==> src/verilog/lkdet_map.vh <==
// Widths, reset values and state codes for the digital lock detector
`ifndef LKDET_MAP_VH
`define LKDET_MAP_VH

// Edge timing error and window setting width
`define LKDET_ERR_W 8
// Qualifying-cycle counter and lock count width
`define LKDET_CNT_W 14
// Number of loops watched: index 0 outer, index 1 inner
`define LKDET_LOOPS 2
`define LKDET_OUTER 0
`define LKDET_INNER 1

// Reset values, counter maximum and increment, and bit set value
`define LKDET_CNT_RST 14'h0000
`define LKDET_CNT_MAX 14'h3FFF
`define LKDET_CNT_ONE 14'h0001
`define LKDET_BIT_RST 1'h0
`define LKDET_BIT_SET 1'h1

// Holdover exit selection value meaning exit on lock event
`define LKDET_EXIT_ON_LOCK 1'h1

// Holdover state codes
`define LKDET_ST_W 1
`define LKDET_ST_RUN 1'h0
`define LKDET_ST_HOLD 1'h1

`endif

==> src/verilog/lkdet_qual_counter.v <==
// Per-loop qualifying-cycle counter and lock indication
`timescale 1ns/100ps
`default_nettype none
`include "lkdet_map.vh"

module lkdet_qual_counter (
  // Clock and reset
  input wire clk,
  input wire rstn,
  // Phase-detector sample
  input wire pd_strobe,
  input wire [`LKDET_ERR_W-1:0] edge_err,
  // Settings of this loop
  input wire [`LKDET_ERR_W-1:0] window_width,
  input wire [`LKDET_CNT_W-1:0] lock_count,
  // Results
  output reg [`LKDET_CNT_W-1:0] qual_count_reg,
  output reg in_window_reg,
  output reg lock_flag_reg
);

  wire in_window;
  wire [`LKDET_CNT_W-1:0] qual_count_next;

  assign in_window = (edge_err <= window_width); // [RULE_02]
  // Saturate so a long lock never wraps back below the lock count
  assign qual_count_next = (qual_count_reg == `LKDET_CNT_MAX) ?
    qual_count_reg : qual_count_reg + `LKDET_CNT_ONE; // [RULE_02]

  always @(posedge clk or negedge rstn) begin
    if (!rstn) begin
      qual_count_reg <= `LKDET_CNT_RST;
      in_window_reg <= `LKDET_BIT_RST;
      lock_flag_reg <= `LKDET_BIT_RST;
    end else if (pd_strobe) begin
      if (in_window) begin
        qual_count_reg <= qual_count_next; // [RULE_02]
        in_window_reg <= `LKDET_BIT_SET;
        lock_flag_reg <= (qual_count_next >= lock_count); // [RULE_01]
      end else begin
        qual_count_reg <= `LKDET_CNT_RST; // [RULE_03]
        in_window_reg <= `LKDET_BIT_RST;
        lock_flag_reg <= `LKDET_BIT_RST; // [RULE_10]
      end
    end
  end

endmodule // lkdet_qual_counter
`default_nettype wire

==> src/verilog/lkdet_top.v <==
// Digital lock detector for the outer and inner loops with holdover exit
`timescale 1ns/100ps
`default_nettype none
`include "lkdet_map.vh"

////////////////////////////////////////////////////////////////////////////
// What this block does
// RULE_01 - Lock asserts when qualifying count reaches lock count
// RULE_02 - Count phase-detector cycles with error inside window
// RULE_03 - Out-of-window edge clears the count to zero
// RULE_04 - Outer loop uses its own window and count
// RULE_05 - Inner loop uses its own independent settings
// RULE_06 - Holdover exit: outer window, separate lock count
// RULE_07 - Exit-on-lock selected: leave holdover on that event
// RULE_08 - Lost flag sets on each falling lock edge while the clear bit is low
// RULE_09 - Clear bit high holds the lost flag zero
// RULE_10 - Lock drops in the cycle the count clears
module lkdet_top (
  // Clock and reset
  input wire clk,
  input wire rstn,
  // Outer loop phase-detector samples
  input wire outer_pd_strobe,
  input wire [`LKDET_ERR_W-1:0] outer_edge_err,
  // Inner loop phase-detector samples
  input wire inner_pd_strobe,
  input wire [`LKDET_ERR_W-1:0] inner_edge_err,
  // Outer loop settings
  input wire [`LKDET_ERR_W-1:0] outer_loop_window_width,
  input wire [`LKDET_CNT_W-1:0] outer_loop_lock_count,
  // Inner loop settings
  input wire [`LKDET_ERR_W-1:0] inner_loop_window_width,
  input wire [`LKDET_CNT_W-1:0] inner_loop_lock_count,
  // Holdover control
  input wire [`LKDET_CNT_W-1:0] hold_release_lock_count,
  input wire hold_exit_on_lock,
  input wire holdover_enter,
  // Lost-flag clears
  input wire outer_loop_lost_clear,
  input wire inner_loop_lost_clear,
  // Lock indications
  output wire outer_loop_lock_flag,
  output wire inner_loop_lock_flag,
  // Sticky lock-lost flags
  output wire outer_loop_lock_lost_flag,
  output wire inner_loop_lock_lost_flag,
  // Holdover status
  output reg holdover_active_reg,
  output reg hold_release_pulse_reg
);

  ////////////////////////////////////////////////////////////////////////////
  // Per-loop input bundling

  wire [`LKDET_LOOPS-1:0] pd_strobe;
  wire [`LKDET_LOOPS*`LKDET_ERR_W-1:0] edge_err;
  wire [`LKDET_LOOPS*`LKDET_ERR_W-1:0] window_width;
  wire [`LKDET_LOOPS*`LKDET_CNT_W-1:0] lock_count;
  wire [`LKDET_LOOPS-1:0] lost_clear;
  // Only the outer count and window flag feed the holdover logic
  wire [`LKDET_LOOPS*`LKDET_CNT_W-1:0] qual_count;
  wire [`LKDET_LOOPS-1:0] in_window;
  wire [`LKDET_LOOPS-1:0] lock_flag;
  wire [`LKDET_LOOPS-1:0] lost_flag;

  // Index 0 is the outer loop, index 1 the inner loop
  assign pd_strobe = {inner_pd_strobe, outer_pd_strobe};
  assign edge_err = {inner_edge_err, outer_edge_err};
  assign window_width = {inner_loop_window_width,
    outer_loop_window_width}; // [RULE_04] [RULE_05]
  assign lock_count = {inner_loop_lock_count,
    outer_loop_lock_count}; // [RULE_04] [RULE_05]
  assign lost_clear = {inner_loop_lost_clear, outer_loop_lost_clear};

  ////////////////////////////////////////////////////////////////////////////
  // Per-loop detection and lost flags

  genvar gi;
  generate
    for (gi = 0; gi < `LKDET_LOOPS; gi = gi + 1) begin : g_loop
      reg lock_prev_reg;
      reg lost_flag_reg;
      reg lost_flag_next;
      wire lock_fell;

      // Counter, window flag and lock indication of this loop
      lkdet_qual_counter u_counter (
        .clk(clk),
        .rstn(rstn),
        .pd_strobe(pd_strobe[gi]),
        .edge_err(edge_err[gi*`LKDET_ERR_W +: `LKDET_ERR_W]),
        .window_width(window_width[gi*`LKDET_ERR_W +: `LKDET_ERR_W]),
        .lock_count(lock_count[gi*`LKDET_CNT_W +: `LKDET_CNT_W]),
        .qual_count_reg(qual_count[gi*`LKDET_CNT_W +: `LKDET_CNT_W]),
        .in_window_reg(in_window[gi]),
        .lock_flag_reg(lock_flag[gi])
      );

      // Only a true high-to-low transition counts, so clearing while
      // already unlocked does not re-set the flag
      assign lock_fell = lock_prev_reg & ~lock_flag[gi]; // [RULE_08]

      // Resets low like the indication, so no false fall after reset
      always @(posedge clk or negedge rstn) begin
        if (!rstn) begin
          lock_prev_reg <= `LKDET_BIT_RST;
        end else begin
          lock_prev_reg <= lock_flag[gi];
        end
      end

      // Clear held high overrides a coincident falling edge
      always @* begin
        lost_flag_next = lost_flag_reg;
        if (lost_clear[gi]) begin
          lost_flag_next = `LKDET_BIT_RST; // [RULE_09]
        end else if (lock_fell) begin
          lost_flag_next = `LKDET_BIT_SET; // [RULE_08]
        end
      end

      // Sticky until software clears it
      always @(posedge clk or negedge rstn) begin
        if (!rstn) begin
          lost_flag_reg <= `LKDET_BIT_RST;
        end else begin
          lost_flag_reg <= lost_flag_next;
        end
      end

      assign lost_flag[gi] = lost_flag_reg;
    end
  endgenerate

  ////////////////////////////////////////////////////////////////////////////
  // Status outputs, each straight from its flip-flop

  // Lock indications
  assign outer_loop_lock_flag = lock_flag[`LKDET_OUTER];
  assign inner_loop_lock_flag = lock_flag[`LKDET_INNER];

  // Sticky lost flags
  assign outer_loop_lock_lost_flag = lost_flag[`LKDET_OUTER];
  assign inner_loop_lock_lost_flag = lost_flag[`LKDET_INNER];

  ////////////////////////////////////////////////////////////////////////////
  // Holdover exit event

  localparam ST_RUN = `LKDET_ST_RUN;
  localparam ST_HOLD = `LKDET_ST_HOLD;

  wire [`LKDET_CNT_W-1:0] outer_count;
  wire hold_count_met;
  wire hold_hit;
  wire hold_exit_sel;
  wire hold_rise;
  reg hold_hit_prev_reg;
  reg [`LKDET_ST_W-1:0] state_reg;
  reg [`LKDET_ST_W-1:0] state_next;

  assign outer_count = qual_count[`LKDET_OUTER*`LKDET_CNT_W +: `LKDET_CNT_W];
  // Shares the outer counter, hence the outer window, but its own count
  assign hold_count_met =
    (outer_count >= hold_release_lock_count); // [RULE_06]
  // The window flag keeps a zero count setting from firing before any
  // in-window sample
  assign hold_hit = in_window[`LKDET_OUTER] & hold_count_met; // [RULE_06]
  assign hold_exit_sel = (hold_exit_on_lock == `LKDET_EXIT_ON_LOCK);
  // Release pulse marks the exit event in either exit mode
  assign hold_rise = hold_hit & ~hold_hit_prev_reg; // [RULE_06]

  ////////////////////////////////////////////////////////////////////////////
  // Holdover state: entered on request, left on the exit event

  always @* begin
    state_next = state_reg;
    case (state_reg)
      ST_RUN: begin
        if (holdover_enter) begin
          state_next = ST_HOLD;
        end else begin
          state_next = ST_RUN;
        end
      end
      ST_HOLD: begin
        // Without exit-on-lock only reset leaves holdover
        if (hold_exit_sel && hold_hit) begin
          state_next = ST_RUN; // [RULE_07]
        end else begin
          state_next = ST_HOLD;
        end
      end
      default: begin
        state_next = ST_RUN;
      end
    endcase
  end

  always @(posedge clk or negedge rstn) begin
    if (!rstn) begin
      state_reg <= ST_RUN;
      holdover_active_reg <= `LKDET_BIT_RST;
    end else begin
      state_reg <= state_next;
      // Mirrors the next state, so the status adds no lag
      holdover_active_reg <= (state_next == ST_HOLD);
    end
  end

  // Edge detector on the exit condition
  always @(posedge clk or negedge rstn) begin
    if (!rstn) begin
      hold_hit_prev_reg <= `LKDET_BIT_RST;
      hold_release_pulse_reg <= `LKDET_BIT_RST;
    end else begin
      hold_hit_prev_reg <= hold_hit;
      hold_release_pulse_reg <= hold_rise; // [RULE_06]
    end
  end

endmodule // lkdet_top
`default_nettype wire

==> config.mk <==
export PLATFORM = sky130hd
export DESIGN_NAME = lkdet_top
export DESIGN_NICKNAME = d
export VERILOG_FILES = /design/src/verilog/lkdet_qual_counter.v /design/src/verilog/lkdet_top.v
export VERILOG_INCLUDE_DIRS = /design/src /design/src/verilog
export SDC_FILE = /design/constraint.sdc
export NUM_CORES = 1
export LEC_CHECK = 0
export ABC_AREA = 1
export BUFFER_PORTS_ARGS = -buffer_cell sky130_fd_sc_hd__buf_4
export CORE_ASPECT_RATIO = 1.2
export CORE_MARGIN = 3
export CORE_UTILIZATION = 45
export CTS_BUF_LIST = sky130_fd_sc_hd__clkbuf_8
export DETAILED_ROUTE_END_ITERATION = 12
export GPL_ROUTABILITY_DRIVEN = 0
export PLACE_DENSITY_LB_ADDON = 0.25
export SETUP_SLACK_MARGIN = 0.2
export SLEW_MARGIN = 20
export SYNTH_ARGS = -nofsm -noshare
export SYNTH_HDL_FRONTEND = slang
export SYNTH_SLANG_ARGS = --single-unit
==> constraint.sdc <==
create_clock -name clk -period 2.8 [get_ports clk]
set_input_delay 0.28 -clock clk [delete_from_list [all_inputs] [get_ports clk]]
set_output_delay 0.28 -clock clk [all_outputs]
set_load 0.05 [all_outputs]
==> flow_summary_export.csv, run 1 <==
group,metric,value,unit
drt,via_per_inst,4.97,
logic_synthesis,ys_warn_count,0,
worst_setup_path,reg2reg_from,"g_loop[1].u_counter.qual_count_reg[0]",
drt,vias,3984,
sta,finalMaxSlewViolations,0,
final_layout,fillers,836,
logic_synthesis,synth.largest_area_cell,"dfrtp_1",
worst_setup_path,required,2980,ps
status,status,"complete, no violations",
worst_setup_path,worst_setup_path_end_kind,"flip-flop",
global_routing,grt_use_total,0.196,
min_path,hold_path_class,"primary input to flip-flop",
sta,fmax,431,MHz
pwr,ir_worst_vdd,0.000159,V
floorplanning,die_x,90.6,um
worst_setup_path,cp_slowest_cell,"dfrtp_1",
drt,first_pass_iters,7,
worst_setup_path,rr_endpoint,"g_loop[1].u_counter.lock_flag_reg",
clocking,cts-root-buf,"clkbuf_8",
final_layout,regArea,953,um^2
clocking,clk_pin_slew,80,ps
clocking,clockBufferDepth,2,
worst_setup_path,rrSetupSlack,480,ps
pwr,total_power,1.41,mW
min_path,hold_path_depth,2,
logic_synthesis,avgSynthCellArea,6.47,um^2
worst_setup_path,crit_top_cell,"nand2_1",
placement,port_buffers,87,
floorplanning,dieArea,9750,um^2
worst_setup_path,cp_max_fo,4,
final_layout,drive_above_1_share,0.179,
pwr,power_density,296,nW/um^2
worst_setup_path,cp_top_family,"simple AND/OR/NAND/NOR gates",
floorplanning,initial_core_util,0.469,
sta,finalCriticalPeriod,2320,ps
global_routing,grt_first_pass_wirelength,16100,um
floorplanning,std_cell_rows,36,
min_path,whs_endpoint,"outer_loop_lock_lost_flag",
drt,wl_per_cell,11.5,um
clocking,cts_max_level,2,
clocking,worstSkewPairLatency,290,ps
clocking,cts_buffers,5,
worst_setup_path,critical_path.max_stage_delay,400,ps
logic_synthesis,synth_top_area_frac,0.246,
floorplanning,die_h,108,um
logic_synthesis,synth.lib_cells_used.distinct,28,
global_routing,antenna_found_initial,0,
worst_setup_path,r2r_cells,18,
drt,drtIter0Drc,152,
worst_setup_path,crit_chain,"ha_2, nand2_1, nor2_4, nand2_1, nor2_2, nand2_1, nand2_1, nand2_1, inv_1, ha_1, o21ai_1, nand2_1, nand2_1, nand2_1, nand2_1, nand2_1, nand3_1, nand2_1",
logic_synthesis,synth_seq_area_share,0.246,
logic_synthesis,syn_area,3870,um^2
worst_setup_path,startpoint_type,"flip-flop",
final_layout,mostFrequentLayoutCell,"nand2_1",
run,drv_cap,0,
logic_synthesis,ys_ff_latch,38,
floorplanning,fp.coreArea,8240,um^2
drt,drt_wl_total,9220,um
worst_setup_path,crit_buf_inv,1,
floorplanning,io_pins,88,
global_routing,overflow,0,
sta,fin_crit_sh,0.829,
final_layout,area_growth,23.0,%
logic_synthesis,synth_cells,598,
clocking,cts_tree,"yes",
worst_setup_path,arrival,2500,ps
sta,finalClockSkew,8.63,ps
final_layout,multi_input_comb_area,2470,um^2
final_layout,largest_reg_flops,28,
clocking,clock-sinks,38,
final_layout,mostFrequentLayoutCells,"nand2_1 (206), inv_1 (110), buf_4 (89)",
placement,hpwl,7590,um
sta,final-setup-viol-count,0,
logic_synthesis,yosys-top-cells-area,"dfrtp_1 (25%), nand2_1 (20%), ha_1 (19%)",
min_path,min_from,"outer_loop_lost_clear",
drt,ant_nets,0,
sta,rsz0062_at_grt,"yes",
global_routing,grt_max_degree,39,
logic_synthesis,synth_fp_nets,740,
pwr,p_leak,2.89,nW
sta,setup_tns,0,ps
global_routing,grt_pass1_vias,3929,
sta,tightest_slew,572,ps
final_layout,finalNetCount,828,
drt,drc,0,
final_layout,antenna_cells,0,
sta,slew-limit-headroom,0.618,
sta,finalHoldViolCount,0,
worst_setup_path,critical_path.startpoint,"g_loop[1].u_counter.qual_count_reg[0]",
worst_setup_path,path_class,"flip-flop to flip-flop",
[worst max-delay path by stage]
stage / cells after the start / end / slack (ps)
6_report: 18 / g_loop[1].u_counter.lock_flag_reg / 480
4_1_cts: 17 / g_loop[0].u_counter.lock_flag_reg / 330
2_1_floorplan: 17 / g_loop[0].u_counter.lock_flag_reg / 630
3_3_place_gp: 17 / g_loop[0].u_counter.lock_flag_reg / 410
3_5_place_dp: 17 / g_loop[0].u_counter.lock_flag_reg / 350
5_1_grt: 18 / g_loop[1].u_counter.lock_flag_reg / 190
[worst register-to-register path: cells and delay by family, from the launching register on]
family / cells / cell delay (ps)
simple gates: 14 / 1180
fa+ha+maj: 2 / 450
flops: 1 / 400
compound gates: 1 / 130
buf+inv: 1 / 50
[Yosys cell counts (all sizes together)]
cell and instances:
o21ai 8, and3 1, nor3 1, o21bai 3, nor3b 1, buf 4
nor2 49, dfrtp 38, ha 60, a21o 1, xor2 8, nand3 52
nand2 216, clkbuf 5, inv 112, o21a 2, nand4 13, a21oi 21
or2 1, xnor2 2
[kinds of logic after synthesis]
kind of cell	Yosys count	synth area share
xor gates and xnor gates	10	0.0226
DFF	38	0.246
AOI/OAI and AO/OA	35	0.0511
adders and majority gates	60	0.194
and+or+nand+nor	334	0.366
buffers and inverters	121	0.120
[power breakdown]
part,switching [mW],internal [mW],total (mW)
registers,0.0363,0.572,0.609
clock network,0.192,0.195,0.387
logic,0.215,0.198,0.413
[repair_timing]
action                     in CTS  in global routing
setup buffers                   0                  2
hold endpoints to repair       38                  0
gates resized for setup         0                  7
setup endpoints to repair       0                  2
hold buffers                    1                  0
[area by class of cell]
| class | count | area share |
|---|---|---|
| Multi-Input combinational cell | 439 | 0.520 |
| Sequential cell | 38 | 0.200 |
| Timing Repair Buffer | 90 | 0.143 |
| Inverter | 112 | 0.0884 |
| Tap cell | 114 | 0.0300 |
| Clock buffer | 6 | 0.0174 |
| Clock inverter | 2 | 0.00184 |
[through the flow]
step	util	worst slack [ps]	std cells	cell area, um^2	hold WS, ps
global placement	0.560	407	790	4620	283
finish	0.577	480	801	4760	122
detailed placement	0.560	347	790	4620	276
global route	0.577	191	801	4760	125
floorplan	-	634	598	3870	-15.6
CTS	0.573	335	799	4720	117
[routing by layer]
metal,up-vias,global-route usage,part of all wire,wire length [um]
met5,-,0,0,0
met4,0,0.0711,0.017,157
met3,14,0.0294,0.054,502
met2,138,0.388,0.54,4940
met1,1797,0.206,0.39,3620
li1,2035,-,-,-
(Power assumes the default switching activity.)
==> run 2: changes to the inputs <==
clock period = 2.45 ns   (was 2.8 ns; I/O delays follow)
==> run 2 against run 1 <==
Against the previous run: sequential power is 11% higher; cell count is 3.1% higher; sequential share of layout area is 1.1 points lower; critical endpoint unchanged.
==> flow_summary_export.csv, run 2 (synthesis results as in run 1) <==
group,metric,value,unit
sta,rsz0062_at_grt,"yes",
worst_setup_path,cp.depth,14,
worst_setup_path,required,2680,ps
final_layout,mostFrequentLayoutCells,"nand2_1 (202), buf_4 (113), inv_1 (110)",
drt,drt_wl_total,9920,um
final_layout,largest_reg_flops,28,
placement,dpl_cell_area,4690,um^2
sta,tightest_slew,564,ps
sta,finalCriticalPeriod,2190,ps
placement,hpwl,7660,um
floorplanning,dieArea,9750,um^2
sta,slew-limit-headroom,0.623,
worst_setup_path,crit_chain,"ha_2, nand2_2, nor2_4, nand2_2, buf_4, o21ai_1, nand2_1, ha_4, nand4_1, a21oi_1, nor2_1, nand2_1, nand3_1, nand2_1",
run,drv_cap,0,
clocking,cts-root-buf,"clkbuf_8",
clocking,clk_pin_slew,70,ps
drt,via_per_inst,4.95,
worst_setup_path,rrSetupSlack,260,ps
floorplanning,std_cell_rows,36,
final_layout,antenna_cells,0,
drt,drtIter0Drc,237,
final_layout,layout.cells.non_filler,826,
clocking,cts_max_level,2,
pwr,ir_worst_vdd,0.000228,V
drt,ant_nets,0,
placement,port_buffers,87,
global_routing,overflow,0,
final_layout,finalNetCount,853,
clocking,cts_tree,"yes",
worst_setup_path,cp-endpoint,"g_loop[1].u_counter.lock_flag_reg",
sta,fin_crit_sh,0.893,
min_path,hold_path_class,"primary input to flip-flop",
final_layout,area_growth,31.3,%
sta,final-setup-viol-count,0,
global_routing,grt_first_pass_wirelength,15900,um
floorplanning,io_pins,88,
clocking,cts_buffers,5,
sta,setup_tns,0,ps
floorplanning,die_x,90.6,um
sta,fmax,457,MHz
worst_setup_path,startpoint_type,"flip-flop",
drt,wl_per_cell,12.0,um
sta,finalClockSkew,3.81,ps
floorplanning,initial_core_util,0.469,
sta,finalHoldViolCount,0,
worst_setup_path,worst_setup_path_end_kind,"flip-flop",
worst_setup_path,r2r_cells,14,
worst_setup_path,arrival,2410,ps
worst_setup_path,critical_path.max_stage_delay,360,ps
global_routing,grt_max_degree,39,
pwr,total_power,1.66,mW
clocking,clock-sinks,38,
status,status,"complete, no violations",
sta,finalMaxSlewViolations,0,
clocking,worstSkewPairLatency,280,ps
final_layout,fin_area,5080,um^2
pwr,power_density,327,nW/um^2
final_layout,mostFrequentLayoutCell,"nand2_1",
placement,dp_cells,799,
worst_setup_path,cp_max_fo,2,
worst_setup_path,cp_top_family,"simple AND/OR/NAND/NOR gates",
clocking,clockBufferDepth,2,
global_routing,antenna_found_initial,0,
worst_setup_path,crit_top_cell,"nand2_1",
drt,drc,0,
worst_setup_path,reg2reg_from,"g_loop[1].u_counter.qual_count_reg[1]",
drt,first_pass_iters,5,
worst_setup_path,crit_buf_inv,1,
worst_setup_path,path_class,"flip-flop to flip-flop",
global_routing,grt_use_total,0.195,
global_routing,grt_pass1_vias,3906,
floorplanning,die_h,108,um
drt,vias,4087,
worst_setup_path,critical_path.startpoint,"g_loop[1].u_counter.qual_count_reg[1]",
final_layout,drive_above_1_share,0.243,
worst_setup_path,cp_slowest_cell,"dfrtp_1",
floorplanning,fp.coreArea,8240,um^2
worst_setup_path,rr_endpoint,"g_loop[1].u_counter.lock_flag_reg",
pwr,p_leak,3.02,nW
## run 2: cell types whose count changed in the layout (fill, tap and decap cells not counted), moves of 3 or more
cell,change
buf_4,+24
dfrtp_1,-6
dfrtp_2,+6
nand2_1,-4
nand2_2,+3
nand3_1,-3
nand3_2,+3
nor2_1,-8
nor2_4,+6
## run 2: how the worst min path moves through the flow
stage                           from                                 to  slack (ps)  cells after the start
2_1_floorplan                   rstn            g_loop[0].lock_prev_reg         -50                      0
3_3_place_gp                    rstn  g_loop[1].u_counter.lock_flag_reg         250                      1
3_5_place_dp                    rstn  g_loop[1].u_counter.lock_flag_reg         250                      1
4_1_cts        inner_loop_lost_clear          inner_loop_lock_lost_flag          90                      2
5_1_grt        outer_loop_lost_clear          outer_loop_lock_lost_flag          80                      2
6_report       outer_loop_lost_clear          outer_loop_lock_lost_flag         100                      2
## run 2: power breakdown
part	internal (mW)	switching (mW)
clock network	0.223	0.215
logic	0.261	0.283
registers	0.653	0.0256
## run 2: metal layers
layer,global-route usage,vias to the layer above,wire (um)
met2,0.394,143,5350
met3,0.0294,15,661
met5,0,-,0
met1,0.206,1838,3730
li1,-,2091,-
met4,0.0536,0,185
## run 2: cell type report
type | count | area (um^2)
repair buffers | 114 | 858
multi-input cells | 440 | 2600
inverters | 112 | 425
fillers | 778 | 3160
flip-flops and latches | 38 | 961
clock inverters | 2 | 8.76
well taps | 114 | 143
clock buffers | 6 | 82.6
## run 2: what timing repair did
| action | CTS | global route |
|---|---|---|
| hold buffers | 1 | 0 |
| setup buffers | 2 | 15 |
| endpoints found under the hold margin | 38 | 0 |
| gates resized for setup | 3 | 39 |
| cloned | 0 | 1 |
| pin swaps | 0 | 10 |
| setup endpoints to repair | 1 | 2 |
## run 2: stage by stage
step           setup WS [ps]   util  hold WS [ps]
2_1_floorplan            284      -         -50.6
3_5_place_dp             115  0.569           249
3_3_place_gp             176  0.569           248
4_1_cts                  203  0.583          89.0
6_report                 263  0.616          97.1
5_1_grt                 77.3  0.616          84.8
